### config.mk
export PLATFORM = sky130hd
export DESIGN_NAME = eem_host
export DESIGN_NICKNAME = d
export VERILOG_FILES = /design/src/hw/eem_pkg.sv /design/src/hw/eem_host.sv /design/src/hw/eem_page_buf.sv
export VERILOG_INCLUDE_DIRS = /design/src /design/src/hw
export SDC_FILE = /design/constraint.sdc
export NUM_CORES = 1
export LEC_CHECK = 0
export ABC_AREA = 0
export BUFFER_PORTS_ARGS = -buffer_cell sky130_fd_sc_hd__buf_2
export CORE_ASPECT_RATIO = 0.9
export CORE_MARGIN = 3
export CORE_UTILIZATION = 45
export DETAILED_ROUTE_END_ITERATION = 10
export MAX_ROUTING_LAYER = met4
export SKIP_CTS_REPAIR_TIMING = 1
export SLEW_MARGIN = 10
export SYNTH_ARGS = -nofsm -noshare
export SYNTH_HDL_FRONTEND = slang
export SYNTH_HIERARCHICAL = 1
export SYNTH_SLANG_ARGS = --single-unit
export TNS_END_PERCENT = 100
### constraint.sdc
create_clock -name sys_clk -period 2.22 [get_ports sys_clk]
set_input_delay 0 -clock sys_clk [delete_from_list [all_inputs] [get_ports sys_clk]]
set_output_delay 0 -clock sys_clk [all_outputs]
set_load 0.01 [all_outputs]
### src/hw/eem_cfg.svh
// Timing, address and sizing constants for the EEPROM host controller.
`ifndef EEM_CFG_SVH
`define EEM_CFG_SVH

// ==========================================================================
// Clocking
`define EEM_CLK_PERIOD_NS 4
`define EEM_SCL_PERIOD_NS 2500
`define EEM_WR_CYCLE_MS   5
`define EEM_WR_TIMEOUT_CYC ((`EEM_WR_CYCLE_MS * 1000000) / `EEM_CLK_PERIOD_NS)

// ==========================================================================
// Address word layout
`define EEM_DEV_CODE      4'ha
`define EEM_RW_READ       1'b1
`define EEM_RW_WRITE      1'b0
`define EEM_WORD_ADDR_W   8
`define EEM_PAGE_BYTES    8
`define EEM_PAGE_IDX_W    3
`define EEM_ACK_BIT       4'd8
`define EEM_SRST_CLOCKS   4'd9

`endif

### src/hw/eem_pkg.sv
// Types shared by the EEPROM host controller.
package eem_pkg;

    // ======================================================================
    // Sequencer states, byte kinds and user commands
    typedef enum logic [2:0] {
        S_IDLE, S_START, S_XFER, S_STOP, S_GAP, S_DONE
    } eem_state_t;

    typedef enum logic [2:0] {
        K_DEVW, K_ADDR, K_DATA, K_DEVR, K_READ, K_CLK9, K_SRST2
    } eem_kind_t;

    typedef enum logic [1:0] {
        OP_WRITE, OP_READ_CUR, OP_READ_RAND, OP_SOFT_RESET
    } eem_op_t;

endpackage : eem_pkg

### src/hw/eem_host.sv
// Two-wire host controller that drives a small serial EEPROM.
`timescale 1ns/10ps
`include "eem_cfg.svh"

// Contract
// - Data line changes only while clock is low; else start or stop.
// - Every command opens with data falling while clock is high.
// - Data rising while clock high is a stop; ends reads into standby.
// - Recovery is start, nine clocks, start, then stop.
// - Device word is 1010, three select bits, then read/write bit.
// - Byte write is device word, word address, one data byte, stop.
// - Page write sends further data bytes before the final stop.
// - Host polls with start and device word until acknowledged.
// - Current read: ack address, byte out, host no-ack then stop.
// - Random read: write device word and address, repeated start, read.
// - Host ack fetches next byte; no-ack then stop ends reading.
module eem_host
    import eem_pkg::*;
#(
    parameter int unsigned WR_TIMEOUT_CYC = `EEM_WR_TIMEOUT_CYC,
    parameter int unsigned BUF_DEPTH      = `EEM_PAGE_BYTES
)
(
    input  wire logic       sys_clk,
    input  wire logic       reset,
    input  wire logic       cmd_valid,
    output logic            cmd_ready,
    input  wire eem_op_t    cmd_op,
    input  wire logic [2:0] cmd_sel,
    input  wire logic [7:0] cmd_addr,
    input  wire logic [7:0] cmd_count,
    input  wire logic       wp_req,
    input  wire logic       wr_valid,
    output logic            wr_ready,
    input  wire logic [7:0] wr_data,
    output logic            rd_valid,
    output logic      [7:0] rd_data,
    output logic            done,
    output logic            fail,
    output logic            scl,
    input  wire logic       sda_in,
    output logic            sda_out,
    output logic            sda_oe,
    output logic            write_protect
);

    localparam int unsigned QTR_CYC =
        (`EEM_SCL_PERIOD_NS + 4 * `EEM_CLK_PERIOD_NS - 1)
        / (4 * `EEM_CLK_PERIOD_NS);
    localparam int unsigned QW = $clog2(QTR_CYC + 1);
    localparam int unsigned TW = $clog2(WR_TIMEOUT_CYC + 1);
    localparam int unsigned BW = $clog2(BUF_DEPTH);

    eem_state_t            state;
    eem_kind_t             kind;
    eem_op_t               op;
    logic [2:0]            sel;
    logic [7:0]            addr;
    logic [7:0]            count;
    logic [7:0]            idx;
    logic [7:0]            tx_byte;
    logic [7:0]            rx_byte;
    logic [BW-1:0]         nidx;
    logic [BW-1:0]         wptr;
    logic [7:0]            buf_rdata;
    logic [QW-1:0]         qcnt;
    logic [1:0]            q;
    logic [3:0]            bitn;
    logic [TW-1:0]         tmo;
    logic [3:0]            scl_rises;
    logic                  sda_meta;
    logic                  sda_sync;
    logic                  sda_low;
    logic                  ack_seen;
    logic                  polling;
    logic                  poll_ok;
    logic                  err;
    logic                  tick;
    logic                  end_q;
    logic                  byte_end;
    logic                  last_byte;
    logic                  tmo_hit;
    logic                  drive_bit;

    function automatic logic [7:0] dev_word(input logic [2:0] s,
                                            input logic       rd);
        return {`EEM_DEV_CODE, s, rd};
    endfunction : dev_word

    // ======================================================================
    // Pin synchroniser and fixed outputs
    always_ff @(posedge sys_clk)
    begin
        if (reset)
        begin
            sda_meta <= 1'b1;
            sda_sync <= 1'b1;
        end
        else
        begin
            sda_meta <= sda_in;
            sda_sync <= sda_meta;
        end
    end

    always_ff @(posedge sys_clk)
    begin
        if (reset)
            write_protect <= 1'b0;
        else
            write_protect <= wp_req;
    end

    assign sda_out   = 1'b0;
    assign sda_oe    = sda_low;
    assign cmd_ready = (state == S_IDLE);
    assign wr_ready  = (state == S_IDLE);

    // ======================================================================
    // Quarter-bit timing
    assign tick      = (qcnt == QW'(QTR_CYC - 1));
    assign end_q     = tick && (q == 2'd3);
    assign byte_end  = end_q && (state == S_XFER) && (bitn == `EEM_ACK_BIT);
    assign last_byte = (idx == count);
    assign tmo_hit   = (tmo == TW'(WR_TIMEOUT_CYC));

    always_ff @(posedge sys_clk)
    begin
        if (reset || state == S_IDLE || state == S_DONE)
        begin
            qcnt <= '0;
            q    <= 2'd0;
        end
        else if (tick)
        begin
            qcnt <= '0;
            q    <= q + 2'd1;
        end
        else
            qcnt <= qcnt + QW'(1);
    end

    always_ff @(posedge sys_clk)
    begin
        if (reset || state != S_XFER)
            bitn <= 4'd0;
        else if (end_q)
            bitn <= (bitn == `EEM_ACK_BIT) ? 4'd0 : bitn + 4'd1;
    end

    // ======================================================================
    // Bit to drive during the low half of each clock
    always_comb
    begin
        drive_bit = 1'b0;
        if (bitn == `EEM_ACK_BIT)
            drive_bit = (kind == K_READ) && !last_byte;
        else if (kind != K_READ && kind != K_CLK9)
            drive_bit = !tx_byte[3'd7 - bitn[2:0]];
    end

    // ======================================================================
    // Clock and data line sequencing
    always_ff @(posedge sys_clk)
    begin
        if (reset)
        begin
            scl     <= 1'b1;
            sda_low <= 1'b0;
        end
        else if (tick)
        begin
            case (state)
                S_START:
                begin
                    case (q)
                        2'd0: sda_low <= 1'b0;
                        2'd1: scl     <= 1'b1;
                        2'd2: sda_low <= 1'b1;
                        default: scl  <= 1'b0;
                    endcase
                end
                S_XFER:
                begin
                    case (q)
                        2'd0: sda_low <= drive_bit;
                        2'd1: scl     <= 1'b1;
                        2'd3: scl     <= 1'b0;
                        default: ;
                    endcase
                end
                S_STOP:
                begin
                    case (q)
                        2'd0: sda_low <= 1'b1;
                        2'd1: scl     <= 1'b1;
                        2'd2: sda_low <= 1'b0;
                        default: ;
                    endcase
                end
                default: ;
            endcase
        end
    end

    // ======================================================================
    // Receive shift and acknowledge sampling
    always_ff @(posedge sys_clk)
    begin
        if (reset)
        begin
            rx_byte  <= '0;
            ack_seen <= 1'b0;
        end
        else if (tick && q == 2'd2 && state == S_XFER)
        begin
            if (bitn == `EEM_ACK_BIT)
                ack_seen <= !sda_sync;
            else
                rx_byte <= {rx_byte[6:0], sda_sync};
        end
    end

    // ======================================================================
    // Command sequencer
    always_ff @(posedge sys_clk)
    begin
        if (reset)
        begin
            state   <= S_IDLE;
            kind    <= K_DEVW;
            op      <= OP_WRITE;
            sel     <= '0;
            addr    <= '0;
            count   <= '0;
            idx     <= '0;
            nidx    <= '0;
            tx_byte <= '0;
            polling <= 1'b0;
            poll_ok <= 1'b0;
            err     <= 1'b0;
        end
        else
        begin
            case (state)
                S_IDLE:
                begin
                    if (cmd_valid)
                    begin
                        op      <= cmd_op;
                        sel     <= cmd_sel;
                        addr    <= cmd_addr;
                        count   <= cmd_count;
                        idx     <= '0;
                        nidx    <= '0;
                        polling <= 1'b0;
                        poll_ok <= 1'b0;
                        err     <= 1'b0;
                        state   <= S_START;
                        if (cmd_op == OP_SOFT_RESET)
                            kind <= K_CLK9;
                        else if (cmd_op == OP_READ_CUR)
                            kind <= K_DEVR;
                        else
                            kind <= K_DEVW;
                        tx_byte <= dev_word(cmd_sel,
                                            cmd_op == OP_READ_CUR);
                    end
                end
                S_START:
                begin
                    if (end_q)
                        state <= (kind == K_SRST2) ? S_STOP : S_XFER;
                end
                S_XFER:
                begin
                    if (byte_end)
                    begin
                        case (kind)
                            K_DEVW:
                            begin
                                if (!ack_seen)
                                begin
                                    err   <= !polling;
                                    state <= S_STOP;
                                end
                                else if (polling)
                                begin
                                    poll_ok <= 1'b1;
                                    state   <= S_STOP;
                                end
                                else
                                begin
                                    kind    <= K_ADDR;
                                    tx_byte <= addr;
                                end
                            end
                            K_ADDR:
                            begin
                                if (!ack_seen)
                                begin
                                    err   <= 1'b1;
                                    state <= S_STOP;
                                end
                                else if (op == OP_READ_RAND)
                                begin
                                    kind    <= K_DEVR;
                                    tx_byte <= dev_word(sel, `EEM_RW_READ);
                                    state   <= S_START;
                                end
                                else
                                begin
                                    kind    <= K_DATA;
                                    tx_byte <= buf_rdata;
                                    nidx    <= nidx + BW'(1);
                                end
                            end
                            K_DATA:
                            begin
                                if (!ack_seen)
                                begin
                                    err   <= 1'b1;
                                    state <= S_STOP;
                                end
                                else if (last_byte)
                                    state <= S_STOP;
                                else
                                begin
                                    tx_byte <= buf_rdata;
                                    nidx    <= nidx + BW'(1);
                                    idx     <= idx + 8'd1;
                                end
                            end
                            K_DEVR:
                            begin
                                if (!ack_seen)
                                begin
                                    err   <= 1'b1;
                                    state <= S_STOP;
                                end
                                else
                                    kind <= K_READ;
                            end
                            K_READ:
                            begin
                                if (last_byte)
                                    state <= S_STOP;
                                else
                                    idx <= idx + 8'd1;
                            end
                            K_CLK9:
                            begin
                                kind  <= K_SRST2;
                                state <= S_START;
                            end
                            default: state <= S_STOP;
                        endcase
                    end
                end
                S_STOP:
                begin
                    if (end_q)
                    begin
                        if (op == OP_WRITE && !polling && !err)
                        begin
                            polling <= 1'b1;
                            state   <= S_GAP;
                        end
                        else if (polling && !poll_ok && !tmo_hit)
                            state <= S_GAP;
                        else
                        begin
                            if (polling && !poll_ok)
                                err <= 1'b1;
                            state <= S_DONE;
                        end
                    end
                end
                S_GAP:
                begin
                    if (end_q)
                    begin
                        state   <= S_START;
                        kind    <= K_DEVW;
                        tx_byte <= dev_word(sel, `EEM_RW_WRITE);
                    end
                end
                S_DONE: state <= S_IDLE;
                default: state <= S_IDLE;
            endcase
        end
    end

    // ======================================================================
    // Write-cycle timeout while polling
    always_ff @(posedge sys_clk)
    begin
        if (reset || !polling)
            tmo <= '0;
        else if (!tmo_hit)
            tmo <= tmo + TW'(1);
    end

    // ======================================================================
    // Page buffer and user data ports
    always_ff @(posedge sys_clk)
    begin
        if (reset || state == S_DONE)
            wptr <= '0;
        else if (wr_valid && wr_ready)
            wptr <= wptr + BW'(1);
    end

    eem_page_buf #(
        .WIDTH (8),
        .DEPTH (BUF_DEPTH),
        .AW    (BW)
    ) u_page_buf (
        .sys_clk (sys_clk),
        .reset   (reset),
        .wr_en   (wr_valid && wr_ready),
        .wr_addr (wptr),
        .wr_data (wr_data),
        .rd_addr (nidx),
        .rd_data (buf_rdata)
    );

    always_ff @(posedge sys_clk)
    begin
        if (reset)
        begin
            rd_valid <= 1'b0;
            rd_data  <= '0;
        end
        else
        begin
            rd_valid <= byte_end && (kind == K_READ);
            if (byte_end && kind == K_READ)
                rd_data <= rx_byte;
        end
    end

    always_ff @(posedge sys_clk)
    begin
        if (reset)
        begin
            done <= 1'b0;
            fail <= 1'b0;
        end
        else
        begin
            done <= (state == S_DONE);
            if (state == S_DONE)
                fail <= err;
        end
    end

    // ======================================================================
    // Checks
    always_ff @(posedge sys_clk)
    begin
        if (reset || state != S_XFER)
            scl_rises <= 4'd0;
        else if (tick && q == 2'd1)
            scl_rises <= scl_rises + 4'd1;
    end
endmodule : eem_host

### src/hw/eem_page_buf.sv
// Small page buffer holding the bytes of one write command.
`timescale 1ns/10ps
module eem_page_buf
#(
    parameter int unsigned WIDTH = 8,
    parameter int unsigned DEPTH = 8,
    parameter int unsigned AW    = $clog2(DEPTH)
)
(
    input  wire logic             sys_clk,
    input  wire logic             reset,
    input  wire logic             wr_en,
    input  wire logic [AW-1:0]    wr_addr,
    input  wire logic [WIDTH-1:0] wr_data,
    input  wire logic [AW-1:0]    rd_addr,
    output logic      [WIDTH-1:0] rd_data
);

    logic [WIDTH-1:0] mem [DEPTH];

    // ======================================================================
    // Storage and registered read port
    always_ff @(posedge sys_clk)
    begin
        if (wr_en)
            mem[wr_addr] <= wr_data;
    end

    always_ff @(posedge sys_clk)
    begin
        if (reset)
            rd_data <= '0;
        else
            rd_data <= mem[rd_addr];
    end

endmodule : eem_page_buf

; ---- Yosys cells after proc, flatten, opt, wreduce, memory -nomap -nowiden
; Memories as Yosys holds them, arrays and structs flattened. A register that Yosys moved wholly into a read port is not among the register bits.
; Cells that the tools add are included.
; W data, S select, Z words.
[classes]
n_addsub = 8
magnitude_cmp = 1
n_eq_ne = 59
n_mux = 87
bitwise = 1
reduce_logical = 50
[ops]
columns = operator, n
row1 = $mux W8, 13
row2 = $mux W3, 26
row3 = $pmux W8 S3, 2
row4 = $ne A3 B3 Y1 const B, 12
row5 = $pmux W8 S2, 2
row6 = $ne A2 B2 Y1 const B, 13
row7 = $mux W1, 25
row8 = $add A21 B1 Y21 const B, 1
row9 = $eq A21 B21 Y1 const B, 1
row10 = $reduce_and A10 Y1, 2
row11 = $pmux W3 S6, 1
row12 = $add A8 B1 Y8 const B, 2
row13 = $reduce_and A8 Y1, 2
row14 = $eq A3 B3 Y1 const B, 5
row15 = $ne A3 B2 Y1 const B, 5
row16 = $pmux W3 S5, 1
row17 = $reduce_and A5 Y1, 3
row18 = $pmux W1 S2, 7
row19 = $logic_and A1 B1 Y1, 13
row20 = $eq A3 B2 Y1 const B, 4
row21 = $pmux W3 S2, 2
row22 = $pmux W3 S4, 1
row23 = $pmux W1 S3, 3
row24 = $pmux W3 S3, 1
row25 = other kinds (32), 59
[word_totals]
reg_bits = 112
mem_bits_rw = 64
inputBits = 35
output_inout_bits = 17
word_cells = 235
memories = 1
[mem_list]
columns = name, depth, width, rd, rd_clocked_by_memory_dff, write_ports, line_no
row1 = u_page_buf.mem, 8, 8, 1, 1, 1, eem_page_buf.sv:19  ; logic [WIDTH-1:0] mem [DEPTH];

; ---- Longest topological paths before layout
[depth]
ltp_word = 8
mapped_depth = 8
ltp_nobuf = 7

; ---- Modules after synthesis
; Netlist, hierarchy kept.
[by_module_without_submodules]
columns = module, instances, cells_per_inst, area_each_um2, seq_area_each_um2
row1 = eem_host, 1, 701, 5795.6, 2242.2
row2 = eem_page_buf, 1, 123, 2686.3, 2082.0

; ---- Worst setup path after synthesis
; OpenSTA, ideal clock, no wires.
[synth_path]
path_type = reg2reg
startpoint = register state[0]
endpoint = memory u_page_buf.mem[0][0] (enable)
setup_time_ns = 0.383
arrival_ns = 2.064
required_time_ns = 1.837
path_slack_ns = -0.227
path_stages_with_launch = 7
path_buffers = 2
synth_period_minus_slack_ns = 2.447
cell_sequence = dfxtp_1 buf_6 nor3_1 and2_0 clkbuf_1 nand2b_1 nor3_1
[synth_between]
elab_chain_cells = 4
[synth_rtl]
columns = element, line_no
row1 = start: declaration, eem_host.sv:54  ; eem_state_t state;
row2 = start signal: assignment, eem_host.sv:273  ; state <= (kind == K_SRST2) ? S_STOP : S_XFER;
row3 = $logic_not A3 Y1, -
row4 = named net cmd_ready, eem_host.sv:27  ; output logic cmd_ready,
row5 = $logic_and A1 B1 Y1, eem_host.sv:421  ; .wr_en (wr_valid && wr_ready),
row6 = $mux W1, eem_page_buf.sv:25  ; if (wr_en)
row7 = $mux W1 (not written as such), eem_page_buf.sv:26  ; mem[wr_addr] <= wr_data;
row8 = end: declaration, eem_page_buf.sv:19
; The timed path passes the listed nets, and every way through them passes these cells.

; ---- Worst setup path in the final report
[layout_path]
startpoint = register qcnt[1]
endpoint = register idx[4]
[layout_between]
elab_chain_cells = 6
[layout_rtl]
columns = element, line_no
row1 = start: declaration, eem_host.sv:66  ; logic [QW-1:0] qcnt;
row2 = start signal: assignment, eem_host.sv:140  ; qcnt <= qcnt + QW'(1);
row3 = $eq A8 B8 Y1, eem_host.sv:121  ; assign tick = (qcnt == QW'(QTR_CYC - 1));
row4 = $logic_and A1 B1 Y1, eem_host.sv:122  ; assign end_q = tick && (q == 2'd3);
row5 = $logic_and A1 B1 Y1 (2 in series), eem_host.sv:123  ; assign byte_end = end_q && (state == S_XFER) && (bitn == `EEM_ACK_BIT);
row6 = $ne A2 B2 Y1 (no source line), -
row7 = $reduce_and A5 Y1 (no source line), -
row8 = end signal: assignment, eem_host.sv:331  ; idx <= idx + 8'd1;
row9 = end signal: assignment, eem_host.sv:349  ; idx <= idx + 8'd1;
row10 = end: declaration, eem_host.sv:60  ; logic [7:0] idx;
; No other way between the ends.
; A chain may end at the register's enable or synchronous reset.

==> metrics <==
R2R depth 8; drt total wl 20.84 mm; Clock Sinks 184; WP data required 2580 ps; area grow syn2layout 20.36%; critical path, cell by cell inv_1 > ha_1 > nand4bb_1 > nor4_4 > o22ai_2 > buf_6 > or4_1 > a21boi_1; Antenna Nets Post-Route 0; setup violators final 0; GRT Total Usage 21.04%; top cell type's share of synthesized area 28.32%; synth unique cells 68; Die W 150.7 um; root buf cell clkbuf_16; H-tree Lvls 4; maxcap violations 0; Site Rows 46; cell area after synthesis 8482 sq um; CTS Buffer Depth 2; io pins 52; count leader, synth dfxtp_1; Slew @ Worst Pin 718.3 ps; stages on the worst setup path 8; CP peak stage delay 510 ps; largest area contributor in the synthesized netlist dfxtp_1; crit end category register; Die Area 20530 sq um; Min-Delay Path Depth 4; RePlAce Congestion 0.9404; Post-Route Skew 10.49 ps; Cell Pwr Density 759.3 nW/um^2; initial antenna violation count 0; final instance area 10210 sq um; period utilization 97.15%; initial DRC count 451; vias in the first global route 6330; status finished, final reports clean; layout cell share with drive strength beyond 1 18.40%; Inserted Clock Buffers 17; slew margin rel. 52.00%; nets@finish 975; total overflow reported by the global router 0; Final Critical Period 2157 ps; half-perimeter wire length after placement 14.53 mm; core area 18070 sq um; largest cells by area after synthesis dfxtp_1 28%, edfxtp_1 23%, mux2i_1 4.1%; Die Span Y 136.2 um; Worst Hold End wptr[0]; placed inst area 9195 sq um; via count 6672; register area share after synthesis 50.98%; Avg Inst Size Synth 10.29 sq um; VDD IR max 0.4363 mV; top_reg_cell synth dfxtp_1; CP delay by family, top simple AND/OR/NAND/NOR gates; cells after synthesis 824; R2R setup slack 60 ps; reg-to-reg endpoint idx[4]; Initial Util 46.93%; crit-path max FO 16; Hold WC Path Type input pin to register; crit start category register; # fillers 1569; largest net degree at the start of global routing 37; Post-route DRC 0; ys async rst share 0%; Hold Crit Start wr_valid; kind of critical path register to register; first-pass GRT wire length 32.63 mm; r2r startpoint qcnt[1]; DR WL/cell 17.66 um; slowest CP cell or4_1; Hold Vio Cnt, Final 0; CP Buf/Inv Count 2; diode count 0; Post-synth EDFFs 64; RSZ-0062 raised after global routing yes; max-slew violations 0; Fmax 463.7 MHz; register bit total from synthesis 184; Fin Setup TNS 0 ps; I/O Buffers 50; Leak 3.632 nW; clk_lat worst skew 440 ps; Initial DRT Pass Iterations 5; CTS tree done; clk slew on worst S/H paths 70 ps; syn_nets 872; yosys warns 6; critical path arrival 2520 ps; top cells by count, synth 120 x dfxtp_1, 89 x nor2_1, 84 x nand2_1; vias per inst 5.654
## per-stage QoR
stage | setup slack (ps) | hold WS, ps | utilization (%) | std cells | power, mW
5_1_grt | -5.767 | 52.72 | 56.49 | 1180 | 8.078
4_1_cts | 9.996 | -267.3 | 54.24 | 1146 | 7.737
3_5_place_dp | 18.43 | 196.4 | 50.88 | 1114 | 4.709
3_3_place_gp | 103.2 | 182.7 | 50.88 | 1114 | 4.671
2_1_floorplan | 185.1 | 98.87 | - | 824 | 4.385
6_report | 63.36 | 53.27 | 56.49 | 1180 | 7.751
## registers in the layout, summed over array words and instances, names as in the netlist, 4 cells and up
register	cells
rd_data	8
tx_byte	8
u_page_buf/mem	64
bitn	4
qcnt	8
idx	8
tmo	21
rx_byte	8
addr	8
count	8
u_page_buf/rd_data	8
## cells in the final DEF (no fill, tap or decap), types with 12 or more instances in the layout
cell           Yosys  final
nand3_1           23     23
nor2_1            89     89
mux2i_1           35     35
clkbuf_16          0     17
ha_1              13     13
inv_1             25     25
o21ai_0           22     22
dfxtp_1          120    118
buf_2              8     50
xnor2_1           17     17
nand2b_1          16     15
xor2_1            19     19
buf_4              3     49
nand2_1           84     84
edfxtp_1          64     64
dlygate4sd3_1      0     32
a21oi_1           48     48
mux4_2            12     12
## area by class of cell
type	count	area (sq um)	share of cell area, %
Timing Repair Buffer	134	980.9	9.609
Tap cell	240	300.3	2.942
Clock buffer	17	425.4	4.167
Clock inverter	15	181.4	1.777
Multi-Input combinational cell	565	3900	38.20
Inverter	25	93.84	0.9192
Sequential cell	184	4327	42.38
## report_power, final
part	switching (mW)	leakage, nW	total, mW	internal [mW]
Combinational	0.585	1.78	0.999	0.414
Clock	1.50	0.295	3.04	1.53
Sequential	0.0925	1.56	3.72	3.62
Total	2.18	3.63	7.75	5.57
## logic make-up after synthesis
family                     after synthesis  share of synthesized area (%)
DFF                                    184                          50.98
and+or+nand+nor                        302                          17.64
buffers and inverters                   75                          3.939
other                                    1                        0.04421
xor gates and xnor gates                36                          3.717
muxes                                   53                          9.175
adders and majority gates               13                          1.918
AOI/OAI and AO/OA                      160                          12.58
## worst register-to-register path, stage by stage (launching register included)
cell and delay [ps]:
dfxtp_2 340, inv_1 60, ha_1 130, nand4bb_1 210, nor4_4 400, o22ai_2 110
buf_6 160, or4_1 520, a21boi_1 150
## metal layers
layer	vias to the layer above	share of wire [%]	global-route usage (%)
met5	-	0	-
li1	3220	-	-
met1	3227	46	27.85
met2	195	47	31.86
met3	30	5.6	5.367
met4	0	1.9	6.747
## worst max-delay path by stage
stage                                       to      from  slack [ps]
after floorplan                     rx_byte[0]   qcnt[0]         190
after global placement    u_page_buf/mem[0][3]  state[0]         100
after detailed placement  u_page_buf/mem[6][0]  state[2]          20
after CTS                 u_page_buf/mem[6][0]  state[2]          10
after global routing                    idx[3]   qcnt[1]          -6
final                                   idx[4]   qcnt[1]          60
(Power assumes the default switching activity.)
